$ cat src/adc_params.svh
`ifndef ADC_PARAMS_SVH
`define ADC_PARAMS_SVH
// Register indices; a register's bus byte address is four times its index.
`define ADC_OFS_CONTROL  12'h3D6
`define ADC_OFS_CONFIG   12'h3D7
`define ADC_OFS_CONFIG2  12'h3D4
`define ADC_OFS_RESULT0  12'h3C0
`define ADC_OFS_STATUS   12'h3E0
// Bus byte addresses, one aligned word each; result n sits eight times n above result 0.
`define ADC_ADDR_CONTROL 12'hF58
`define ADC_ADDR_CONFIG  12'hF5C
`define ADC_ADDR_CONFIG2 12'hF50
`define ADC_ADDR_RESULT0 12'hF00
`define ADC_ADDR_STATUS  12'hF80
// Result window match mask, and the lowest address bit of the result index.
`define ADC_RES_MASK     12'hFC7
`define ADC_RES_IDX_LO   3
// Reset values.
`define ADC_RST_CONTROL  8'h00
`define ADC_RST_CONFIG   8'h00
`define ADC_RST_CONFIG2  8'h00
// Control register fields.
`define ADC_F_CHAN_LO    0
`define ADC_F_MODE_LO    3
`define ADC_F_TRIG_SRC   5
`define ADC_F_GO         6
`define ADC_F_DIV_B0     7
// Config register fields.
`define ADC_F_OPA_LO     6
`define ADC_F_MODE1      2
`define ADC_F_RES        3
`define ADC_F_DIV_B1     4
`define ADC_F_VREF       5
`define ADC_F_OPA_HI     7
// Config 2 register fields.
`define ADC_F_SMP        0
`define ADC_F_GRP_LO     1
`define ADC_F_DIV_B2     4
// Conversion lengths in converter clock cycles.
`define ADC_CYC_8_PLAIN  7'd49
`define ADC_CYC_10_PLAIN 7'd59
`define ADC_CYC_8_SH     7'd28
`define ADC_CYC_10_SH    7'd33
`endif

$ cat src/adc_pkg.sv
package adc_pkg;
  // Sequencer states, one-hot.
  typedef enum logic [2:0] {
    ST_IDLE = 3'b001,
    ST_ARM  = 3'b010,
    ST_CONV = 3'b100
  } seq_state_t;
endpackage : adc_pkg

$ cat src/adc_clk_div.sv
`include "adc_params.svh"
// Converter clock enable from the base converter clock.
module adc_clk_div (
  input  wire logic       mclk,
  input  wire logic       reset,
  input  wire logic [2:0] divSel,
  output logic            convTick
);
  logic [3:0] count_reg;   // Cycle counter.
  logic [3:0] count_next;  // Next count.
  logic [3:0] limit;       // Terminal count for the selected ratio.

  // Ratio decode; bit 2 picks the by-three family, so with it low the spare code runs undivided.
  always_comb begin
    case (divSel)
      3'b000:  limit = 4'h3;
      3'b001:  limit = 4'h1;
      3'b010:  limit = 4'h0;
      3'b011:  limit = 4'h0;
      3'b100:  limit = 4'hB;
      3'b101:  limit = 4'h5;
      default: limit = 4'h2;
    endcase
    count_next = (count_reg >= limit) ? 4'h0 : count_reg + 4'h1;
    convTick   = (count_reg >= limit);
  end

  // Register the counter.
  always_ff @(posedge mclk or posedge reset) begin
    if (reset) begin
      count_reg <= 4'h0;
    end else begin
      count_reg <= count_next;
    end
  end
endmodule : adc_clk_div

$ cat src/adc_one_shot_control.sv
//Contract
// - Channel code 000..111 picks input 0..7.
// - Software trigger: go flag starts conversion.
// - External trigger: falling edge after go.
// - Stop at completion; software trigger clears go.
// - Writing go zero halts conversion.
// - Interrupt request at completion.
// - Result stored in selected pin's register.
// - One conversion per start.
// - Pin chosen from channel, group, amplifier.
// - Default, two alternate groups, two amplifier inputs.
// - Config rewrite mid-conversion gives undefined result.
// - Resolution bit selects 8 or 10 bits.
// - Sweep pin field ignored in one-shot.
// - Converter clock divider choices.
// - 49 or 59 cycles without hold.
// - 28 or 33 cycles with hold.
//
// Chosen here: register access over AXI4-Lite.
`include "adc_params.svh"
module adc_one_shot_control (
  input  wire logic        mclk,
  input  wire logic        reset,
  // AXI4-Lite slave.
  input  wire logic [11:0] s_axi_awaddr,
  input  wire logic        s_axi_awvalid,
  output logic             s_axi_awready,
  input  wire logic [31:0] s_axi_wdata,
  input  wire logic [3:0]  s_axi_wstrb,
  input  wire logic        s_axi_wvalid,
  output logic             s_axi_wready,
  output logic [1:0]       s_axi_bresp,
  output logic             s_axi_bvalid,
  input  wire logic        s_axi_bready,
  input  wire logic [11:0] s_axi_araddr,
  input  wire logic        s_axi_arvalid,
  output logic             s_axi_arready,
  output logic [31:0]      s_axi_rdata,
  output logic [1:0]       s_axi_rresp,
  output logic             s_axi_rvalid,
  input  wire logic        s_axi_rready,
  // Converter side.
  input  wire logic        ext_trigger_n,
  input  wire logic [9:0]  sampleCode,
  output logic [4:0]       analogSel,
  output logic             sampling,
  output logic             vrefOn,
  output logic             convIrq
);
  // Software registers.
  logic [7:0]  ctl_reg, ctl_next;     // Control register.
  logic [7:0]  cfg_reg, cfg_next;     // Config register.
  logic [7:0]  cfg2_reg, cfg2_next;   // Config 2 register.
  logic [9:0]  res_reg [8];           // Result registers.
  logic [9:0]  res_next [8];          // Next result values.
  // Bus handshake state.
  logic        awHeld_reg, awHeld_next; // Write address captured.
  logic        wHeld_reg, wHeld_next;   // Write data captured.
  logic [11:0] awAddr_reg, awAddr_next;
  logic [31:0] wData_reg, wData_next;
  logic [3:0]  wStrb_reg, wStrb_next;
  logic        bValid_reg, bValid_next;
  logic [1:0]  bResp_reg, bResp_next;
  logic        rValid_reg, rValid_next;
  logic [1:0]  rResp_reg, rResp_next;
  logic [31:0] rData_reg, rData_next;
  // Sequencer state.
  adc_pkg::seq_state_t state_reg, state_next;
  logic [6:0]  cyc_reg, cyc_next;     // Converter cycles elapsed.
  logic        irq_reg, irq_next;     // Completion pulse.
  logic [4:0]  pin_reg, pin_next;     // Latched pin for this conversion.
  // Trigger pin synchroniser; the second stage and its one-cycle-later copy feed the edge detect.
  logic        trgMeta_reg, trgSync_reg, trgOld_reg;
  logic        convTick;              // Converter clock enable.
  logic        doWrite;               // Write commits this cycle.
  logic        fallEdge;              // Synchronised falling edge.
  logic [6:0]  convLen;               // Cycles for this conversion.
  logic [7:0]  wByte;                 // Write byte, lane 0.

  // Converter clock divider from the three divide bits.
  adc_clk_div u_div (
    .mclk     (mclk),
    .reset    (reset),
    .divSel   ({cfg2_reg[`ADC_F_DIV_B2], cfg_reg[`ADC_F_DIV_B1], ctl_reg[`ADC_F_DIV_B0]}),
    .convTick (convTick)
  );

  // Bus outputs; each ready is high while its own half holds nothing and no response of its kind is pending.
  assign s_axi_awready = !awHeld_reg && !bValid_reg;
  assign s_axi_wready  = !wHeld_reg && !bValid_reg;
  assign s_axi_arready = !rValid_reg;
  assign s_axi_bvalid  = bValid_reg;
  assign s_axi_bresp   = bResp_reg;
  assign s_axi_rvalid  = rValid_reg;
  assign s_axi_rresp   = rResp_reg;
  assign s_axi_rdata   = rData_reg;
  assign convIrq       = irq_reg;
  assign analogSel     = pin_reg;
  assign sampling      = (state_reg == adc_pkg::ST_CONV);
  assign vrefOn        = cfg_reg[`ADC_F_VREF];
  assign fallEdge      = trgOld_reg && !trgSync_reg;

  // Conversion length from resolution and hold setting.
  always_comb begin
    if (cfg2_reg[`ADC_F_SMP]) begin
      convLen = cfg_reg[`ADC_F_RES] ? `ADC_CYC_10_SH : `ADC_CYC_8_SH;
    end else begin
      convLen = cfg_reg[`ADC_F_RES] ? `ADC_CYC_10_PLAIN : `ADC_CYC_8_PLAIN;
    end
  end

  // Bus and register next-state logic, with the sequencer.
  always_comb begin
    awHeld_next = awHeld_reg;
    wHeld_next  = wHeld_reg;
    awAddr_next = awAddr_reg;
    wData_next  = wData_reg;
    wStrb_next  = wStrb_reg;
    bValid_next = bValid_reg;
    bResp_next  = bResp_reg;
    rValid_next = rValid_reg;
    rResp_next  = rResp_reg;
    rData_next  = rData_reg;
    ctl_next    = ctl_reg;
    cfg_next    = cfg_reg;
    cfg2_next   = cfg2_reg;
    res_next    = res_reg;
    state_next  = state_reg;
    cyc_next    = cyc_reg;
    irq_next    = 1'b0;
    pin_next    = pin_reg;
    wByte       = wData_reg[7:0];
    // Capture address and data in either order.
    if (s_axi_awvalid && s_axi_awready) begin
      awHeld_next = 1'b1;
      awAddr_next = s_axi_awaddr;
    end
    if (s_axi_wvalid && s_axi_wready) begin
      wHeld_next = 1'b1;
      wData_next = s_axi_wdata;
      wStrb_next = s_axi_wstrb;
    end
    doWrite = awHeld_reg && wHeld_reg;
    // Commit a write once both halves are held.
    if (doWrite) begin
      awHeld_next = 1'b0;
      wHeld_next  = 1'b0;
      bValid_next = 1'b1;
      bResp_next  = 2'b00;
      if (wStrb_reg[0]) begin
        case ({awAddr_reg[11:2], 2'b00})
          `ADC_ADDR_CONTROL: ctl_next = wByte;
          `ADC_ADDR_CONFIG:  cfg_next = wByte;
          `ADC_ADDR_CONFIG2: cfg2_next = {3'b000, wByte[4:0]};
          default:           bResp_next = 2'b10;
        endcase
      end
    end
    if (bValid_reg && s_axi_bready) begin
      bValid_next = 1'b0;
    end
    // Reads; unmapped addresses answer SLVERR with zero data.
    if (s_axi_arvalid && s_axi_arready) begin
      rValid_next = 1'b1;
      rResp_next  = 2'b00;
      rData_next  = 32'h0000_0000;
      if ((s_axi_araddr & `ADC_RES_MASK) == `ADC_ADDR_RESULT0) begin
        rData_next = {22'h000000, res_reg[s_axi_araddr[`ADC_RES_IDX_LO +: 3]]};
      end else begin
        case ({s_axi_araddr[11:2], 2'b00})
          `ADC_ADDR_CONTROL: rData_next = {24'h000000, ctl_reg};
          `ADC_ADDR_CONFIG:  rData_next = {24'h000000, cfg_reg};
          `ADC_ADDR_CONFIG2: rData_next = {24'h000000, cfg2_reg};
          `ADC_ADDR_STATUS:  rData_next = {29'h00000000, state_reg};
          default:           rResp_next = 2'b10;
        endcase
      end
    end
    if (rValid_reg && s_axi_rready) begin
      rValid_next = 1'b0;
    end
    // Sequencer; sweep pin bits are never consulted here.
    case (state_reg)
      adc_pkg::ST_IDLE: begin
        // Start only on a rising go write.
        if (ctl_next[`ADC_F_GO] && !ctl_reg[`ADC_F_GO]) begin
          // Pin: group bits form the top, amplifier bits pick the extras.
          if (cfg_reg[`ADC_F_OPA_HI] && !cfg_reg[`ADC_F_OPA_LO]) begin
            // Amplifier inputs take group code 01 with channel 0 or 1, so they alias pins 8 and 9 of that group.
            pin_next = {4'h4, ctl_next[`ADC_F_CHAN_LO]};
          end else begin
            pin_next = {cfg2_reg[`ADC_F_GRP_LO +: 2], ctl_next[`ADC_F_CHAN_LO +: 3]};
          end
          cyc_next = 7'd0;
          if (ctl_next[`ADC_F_TRIG_SRC]) begin
            state_next = adc_pkg::ST_ARM;
          end else begin
            state_next = adc_pkg::ST_CONV;
          end
        end
      end
      adc_pkg::ST_ARM: begin
        if (!ctl_next[`ADC_F_GO]) begin
          state_next = adc_pkg::ST_IDLE;
        end else if (fallEdge) begin
          state_next = adc_pkg::ST_CONV;
        end
      end
      adc_pkg::ST_CONV: begin
        if (!ctl_next[`ADC_F_GO]) begin
          state_next = adc_pkg::ST_IDLE;
        end else if (convTick) begin
          if (cyc_reg + 7'd1 >= convLen) begin
            // Single result, then stop.
            state_next = adc_pkg::ST_IDLE;
            irq_next   = 1'b1;
            res_next[pin_reg[2:0]] = cfg_reg[`ADC_F_RES] ? sampleCode
                                                         : {2'b00, sampleCode[9:2]};
            if (!ctl_reg[`ADC_F_TRIG_SRC]) begin
              ctl_next[`ADC_F_GO] = 1'b0;
            end
          end else begin
            cyc_next = cyc_reg + 7'd1;
          end
        end
      end
      default: state_next = adc_pkg::ST_IDLE;
    endcase
  end

  // Register everything; trigger pin passes two stages first.
  always_ff @(posedge mclk or posedge reset) begin
    if (reset) begin
      ctl_reg     <= `ADC_RST_CONTROL;
      cfg_reg     <= `ADC_RST_CONFIG;
      cfg2_reg    <= `ADC_RST_CONFIG2;
      for (int i = 0; i < 8; i++) begin
        res_reg[i] <= 10'h000;
      end
      awHeld_reg  <= 1'b0;
      wHeld_reg   <= 1'b0;
      awAddr_reg  <= 12'h000;
      wData_reg   <= 32'h0000_0000;
      wStrb_reg   <= 4'h0;
      bValid_reg  <= 1'b0;
      bResp_reg   <= 2'b00;
      rValid_reg  <= 1'b0;
      rResp_reg   <= 2'b00;
      rData_reg   <= 32'h0000_0000;
      state_reg   <= adc_pkg::ST_IDLE;
      cyc_reg     <= 7'd0;
      irq_reg     <= 1'b0;
      pin_reg     <= 5'h00;
      trgMeta_reg <= 1'b1;
      trgSync_reg <= 1'b1;
      trgOld_reg  <= 1'b1;
    end else begin
      ctl_reg     <= ctl_next;
      cfg_reg     <= cfg_next;
      cfg2_reg    <= cfg2_next;
      res_reg     <= res_next;
      awHeld_reg  <= awHeld_next;
      wHeld_reg   <= wHeld_next;
      awAddr_reg  <= awAddr_next;
      wData_reg   <= wData_next;
      wStrb_reg   <= wStrb_next;
      bValid_reg  <= bValid_next;
      bResp_reg   <= bResp_next;
      rValid_reg  <= rValid_next;
      rResp_reg   <= rResp_next;
      rData_reg   <= rData_next;
      state_reg   <= state_next;
      cyc_reg     <= cyc_next;
      irq_reg     <= irq_next;
      pin_reg     <= pin_next;
      trgMeta_reg <= ext_trigger_n;
      trgSync_reg <= trgMeta_reg;
      trgOld_reg  <= trgSync_reg;
    end
  end
endmodule : adc_one_shot_control

$ cat config.mk
export PLATFORM = sky130hd
export DESIGN_NAME = adc_one_shot_control
export DESIGN_NICKNAME = d
export VERILOG_FILES = /design/src/adc_pkg.sv /design/src/adc_clk_div.sv /design/src/adc_one_shot_control.sv
export VERILOG_INCLUDE_DIRS = /design/src
export SDC_FILE = /design/constraint.sdc
export NUM_CORES = 1
export LEC_CHECK = 0
export ABC_AREA = 0
export BUFFER_PORTS_ARGS = -buffer_cell sky130_fd_sc_hd__buf_4
export CORE_UTILIZATION = 45
export CTS_BUF_LIST = sky130_fd_sc_hd__clkbuf_4 sky130_fd_sc_hd__clkbuf_8
export DETAILED_ROUTE_END_ITERATION = 10
export PLACE_DENSITY = 0.73
export SLEW_MARGIN = 15
export SYNTH_ARGS = -nofsm -noshare
export SYNTH_HDL_FRONTEND = slang
export SYNTH_SLANG_ARGS = --single-unit
$ cat constraint.sdc
create_clock -name mclk -period 14.5 [get_ports mclk]
set_input_delay 1.45 -clock mclk [delete_from_list [all_inputs] [get_ports mclk]]
set_output_delay 1.45 -clock mclk [all_outputs]
set_load 0.005 [all_outputs]
* Yosys cells after proc, flatten, opt, wreduce, memory -nomap -nowiden
Index checks and enable logic that the tools add are counted.
Storage, ports and cells: flip-flop bits (word level) 185, bits of input ports 78, output and inout port bits 49, logic and storage cells 149
Cells by class: $add $sub $neg 2, magnitude comparators 5, equality and inequality tests 23, multiplexer cells 52, bitwise logic cells 2, reductions and logical operators 35
Operators by type and width (count):
- $bwmux W80 | 1
- $eq A10 B10 Y1 const B | 7
- $mux W10 | 5
- $mux W7 | 7
- $pmux W8 S4 | 1
- $bmux W10 S3 | 1
- $demux W10 S3 | 1
- $mux W3 | 7
- $pmux W4 S5 | 1
- $mux W1 | 17
- $pmux W7 S2 | 1
- $logic_and A1 B1 Y1 | 12
- $mux W6 | 2
- $reduce_bool A2 Y1 | 5
- $eq A3 B2 Y1 const B | 3
- $eq A3 B3 Y1 const B | 3
- $eq A9 B9 Y1 const B | 1
- $pmux W3 S3 | 1
- $reduce_and A3 Y1 | 3
- $ge A4 B4 Y1 const B | 2
- $mux W2 | 4
- $mux W4 | 2
- $not A3 Y4 | 2
- $reduce_and A4 Y1 | 2
- other kinds (18) | 28

* Longest topological paths before layout
word-level depth 7, depth in mapped cells 12, mapped depth without buffers 10

* Modules after synthesis
A second synthesis with hierarchy kept.
Unflattened totals: cell total of the unflattened synthesis 676, area, all modules 7857.5 um2
By module, submodules not included:
- adc_one_shot_control | instances 1, cells each 648, area an instance 7582.3 um2, sequential area each 3883.7 um2
- adc_clk_div | instances 1, cells each 28, area an instance 275.3 um2, sequential area each 100.1 um2

* Worst setup path after synthesis
OpenSTA, ideal clock, no wires.
path kind input to register, start input port s_axi_araddr[3], end register rData_reg[3] (netlist: s_axi_rdata[3]), library setup time 0.156 ns, arrival time 3.369 ns, required time 14.344 ns, path slack 10.976 ns, stages 6, path buffers 3, cells stage by stage buf_2 -> buf_1 -> buf_1 -> mux4_2 -> mux2i_1 -> a221oi_1
Between the ends: cells in the longest elaborated chain, start to end 5, elaborated cells on any way between the ends 10, classes of those cells eq/ne: 4; mux: 5; bitwise: 1
Ends and longest elaborated chain:
- start, declared | line adc_one_shot_control.sv:35 | input wire logic [11:0] s_axi_araddr,
- $not A3 Y4 | line adc_one_shot_control.sv:168 | rData_next = {22'h000000, res_reg[s_axi_araddr[`ADC_RES_IDX_LO +: 3]]};
- $bmux W10 S3 | line adc_one_shot_control.sv:168
- $mux W10 (2 in series) | line adc_one_shot_control.sv:168
- $mux W10 * | line adc_one_shot_control.sv:167 | if ((s_axi_araddr & `ADC_RES_MASK) == `ADC_ADDR_RESULT0) begin
- end signal, assigned | line adc_one_shot_control.sv:271 | rData_reg <= rData_next;
- end, declared | line adc_one_shot_control.sv:66 | logic [31:0] rData_reg, rData_next;
Mark *: on every way between the ends. The rest lies on a longest branch, timed or not. The select of a mux whose other input is x is not followed. A chain may end at the register's enable or synchronous reset.

* Worst setup path in the final report
start register cfg_reg[3], end register res_reg[21] (netlist bit)
Between the ends: cells in the longest elaborated chain, start to end 4, elaborated cells on any way between the ends 7, classes of those cells order compare: 1; mux: 5; reduce/logical: 1
Ends and longest elaborated chain:
- start, declared | line adc_one_shot_control.sv:52 | logic [7:0] cfg_reg, cfg_next;
- start signal, assigned | line adc_one_shot_control.sv:235 | cfg_reg <= `ADC_RST_CONFIG;
- start signal, assigned | line adc_one_shot_control.sv:259 | cfg_reg <= cfg_next;
- $mux W6 (no source line) or $mux W4 (tied branches)
- $mux W6 | line adc_one_shot_control.sv:105 | if (cfg2_reg[`ADC_F_SMP]) begin
- $ge A7 B6 Y1 | line adc_one_shot_control.sv:213 | if (cyc_reg + 7'd1 >= convLen) begin
- $reduce_and A4 Y1 (no source line)
- end signal, assigned | line adc_one_shot_control.sv:261 | res_reg <= res_next;
- end, declared | line adc_one_shot_control.sv:54 | logic [9:0] res_reg [8];
Several ways; a longest one is shown, not always the timed one.

==> impl_metrics.json <==
{
  "status": "finished, final reports clean",
  "yosys.area.top_type_share_pct": 50.5,
  "portBuffers": 73,
  "most-common-layout-cells": "dfrtp_1, mux2_2, buf_4, nand2_1, nor2_1",
  "syn_avg_cell_area_um2": 13.3,
  "cp-start-kind": "register",
  "synth.area.top_cells": "dfrtp_1, mux2_2, mux4_2",
  "regArea_mm2": 0.00398,
  "endpoint_kind": "register",
  "setup_tns_ns": 0,
  "finalCriticalPeriod_ns": 4.03,
  "io-pin-count": 127,
  "cp_slowest_stage_delay_ns": 0.81,
  "yosysUniqueCellTypes": 52,
  "grt_pass1_wl_um": 27500,
  "gp_congestion": 0.858,
  "route.detailed.drc": 0,
  "hold_violations": 0,
  "ff2ff_setup_slack_ns": 10.47,
  "core_mm2": 0.0166,
  "cp_slowest_cell": "nand4b_1",
  "clock-root-buffer": "clkbuf_8",
  "multiInputGateArea_mm2": 0.00345,
  "overflow": 0,
  "dpl.hpwl_um": 11500,
  "drive_above_1_share_pct": 41.2,
  "hold_path_class": "register to register",
  "cts_made_buffers": 17,
  "synth-async-reset-ratio_pct": 100,
  "worstPathCellList": "inv_1, ha_1, ha_1, and3_1, a221oi_1, a2111oi_4, nand4b_1, mux2_2",
  "fmax_mhz": 248,
  "n_antenna_cell": 0,
  "ir_drop_mv": 0.0666,
  "place_area_mm2": 0.00831,
  "swShare_pct": 25.4,
  "area_growth_pct": 14.3,
  "grt_max_degree": 92,
  "drv_cap": 0,
  "die_h_um": 133,
  "initial_utilization_pct": 46.1,
  "clkSlewWorstSetupHoldPaths_ns": 0.08,
  "cts_tree": "built",
  "skew_ns": 0.0109,
  "hold_ws_ns": 0.358,
  "cts-resized-gates": 0,
  "synth.largest_area_cell": "dfrtp_1",
  "power_frac_clock_pct": 35.3,
  "syn-instance-count": 576,
  "fin_crit_sh_pct": 27.8,
  "slew_headroom_pct": 27.4,
  "avgViaCountPerCell": 5.60,
  "setup_slack_ns": 10.47,
  "postCtsSetupBuffers": 0,
  "vias": 4909,
  "dp.cells": 845,
  "num-fill-cells": 1384,
  "cp.required_ns": 14.84,
  "clock-sinks": 159,
  "synth_seq_cells": 159,
  "ys_warn_count": 0,
  "synth_edf_count": 0,
  "dp_slack_ns": 10.53,
  "cellPowerDensity_mw_per_mm2": 122,
  "rsz0062_at_grt": "no",
  "total_power_mw": 1.07,
  "synth-seq-area-share_pct": 51.9,
  "crit_top_cell": "ha_1",
  "synth_area_mm2": 0.00768,
  "drt_first_pass_iters": 4,
  "wire_per_inst_um": 19.2,
  "num-nets-final": 737,
  "worst_slew_pin_slew_ns": 1.08,
  "power_frac_comb_pct": 15.0,
  "routed_wl_um": 16900,
  "intPower_mw": 0.799,
  "synth_top_flop_cell": "dfrtp_1",
  "ant_nets": 0,
  "finalSetupViolCount": 0,
  "globalRouteTotalUtil_pct": 20.7,
  "clock_latency_ns": 0.46,
  "p_seq_share_pct": 49.7,
  "die_w_um": 133,
  "largest_reg_flops": 80,
  "leakage_nw": 4.08,
  "power.switching_mw": 0.272,
  "final_area_mm2": 0.00878,
  "layout_commonest_cell": "dfrtp_1",
  "first_iter_violations": 256,
  "antenna_found_initial": 0,
  "layout.cells.non_filler": 877,
  "critPathArrivalTime_ns": 4.37,
  "clock_path_buffers": 2,
  "path_max_fanout": 14,
  "num_rows": 47,
  "die-area_mm2": 0.0176,
  "grt_pass1_vias": 5166,
  "path_class": "register to register",
  "postCtsHoldBufs": 0,
  "slew_viol_final": 0,
  "ctsHtreeMaxLevel": 4,
  "final_util_pct": 52.7
}
-- area by class of cell --
| class | count | area share, % |
|---|---|---|
| inverter | 12 | 0.570 |
| sequential | 159 | 45.4 |
| tap | 220 | 3.14 |
| clock inverter | 7 | 1.85 |
| clock buffer | 25 | 3.42 |
| timing repair buffer | 74 | 6.37 |
| multi-input combinational | 380 | 39.3 |
-- critical path, delay by kind of cell, from the launching register on --
| kind | cells | cell delay (ns) |
|---|---|---|
| buf+inv | 1 | 0.22 |
| simple gates | 2 | 0.95 |
| compound gates | 2 | 0.79 |
| flops | 1 | 0.76 |
| fa+ha+maj | 2 | 0.62 |
| mux | 1 | 0.56 |
-- worst paths after layout --
check	to	cells past startpoint	start
max	res_reg[21]$_DFFE_PP0P_	8	cfg_reg[3]$_DFFE_PP0P_
min reg2reg	trgSync_reg$_DFF_PP1_	0	trgMeta_reg$_DFF_PP1_
max reg2reg	res_reg[21]$_DFFE_PP0P_	8	cfg_reg[3]$_DFFE_PP0P_
min in group asynchronous	awAddr_reg[11]$_DFFE_PP0P_	2	reset
min	trgSync_reg$_DFF_PP1_	0	trgMeta_reg$_DFF_PP1_
max in group asynchronous	convIrq$_DFF_PP0_	3	reset
-- cells in the mapped netlist, types with 2 or more instances --
cell      instances
and2_1            7
mux2_2          131
nor4_1            2
nand2b_1          8
mux2i_1           9
nor4_4            2
o21a_1            4
clkbuf_1         10
nand3_2           2
nor2_1           25
nor3_1            3
o21bai_1          2
xnor2_1           5
a221oi_1          8
mux4_2           20
nor3b_1           2
and3_1            5
dfrtp_1         155
a21o_1            2
a211oi_1          5
buf_1             8
a22o_1            6
inv_1            12
nand2_1          32
nand3_1           9
a22oi_1           3
or3_1             3
buf_4            26
o21ai_0          12
ha_1             15
nor2b_1           4
a21oi_1           9
nand4b_1          4
buf_2             3
a221o_1           3
dfstp_2           4
-- routing by layer --
layer  wire length, um  global-route usage [%]  vias to the layer above
li1                  -                       -                     2184
met1              7450                    26.8                     2526
met2              8320                    34.0                      169
met3               714                    3.91                       30
met4               375                    9.07                        0
met5                 0                       0                        -
-- power groups by stage --
stage                     Combinational [mW]  Clock [mW]  Sequential [mW]
after floorplan                        0.116           0            0.527
after global placement                 0.153           0            0.537
after detailed placement               0.162           0            0.540
after CTS                              0.163       0.383            0.532
after global routing                   0.178       0.403            0.540
final                                  0.161       0.378            0.533
-- cells by family (layout without fill, tap and decap cells) --
| family | count (synthesis) | count (layout) | synth area share, % |
|---|---|---|---|
| buffers and inverters | 60 | 118 | 4.35 |
| flip-flops | 159 | 159 | 51.9 |
| adder cells (fa/ha/maj) | 15 | 15 | 2.44 |
| other | 1 | 24 | 0.0488 |
| XOR/XNOR | 6 | 6 | 0.684 |
| multiplexers | 162 | 162 | 26.6 |
| AO/OA/AOI/OAI | 58 | 58 | 5.62 |
| AND/OR/NAND/NOR | 115 | 115 | 8.34 |
No activity file was read; power rests on OpenSTA's default activity.
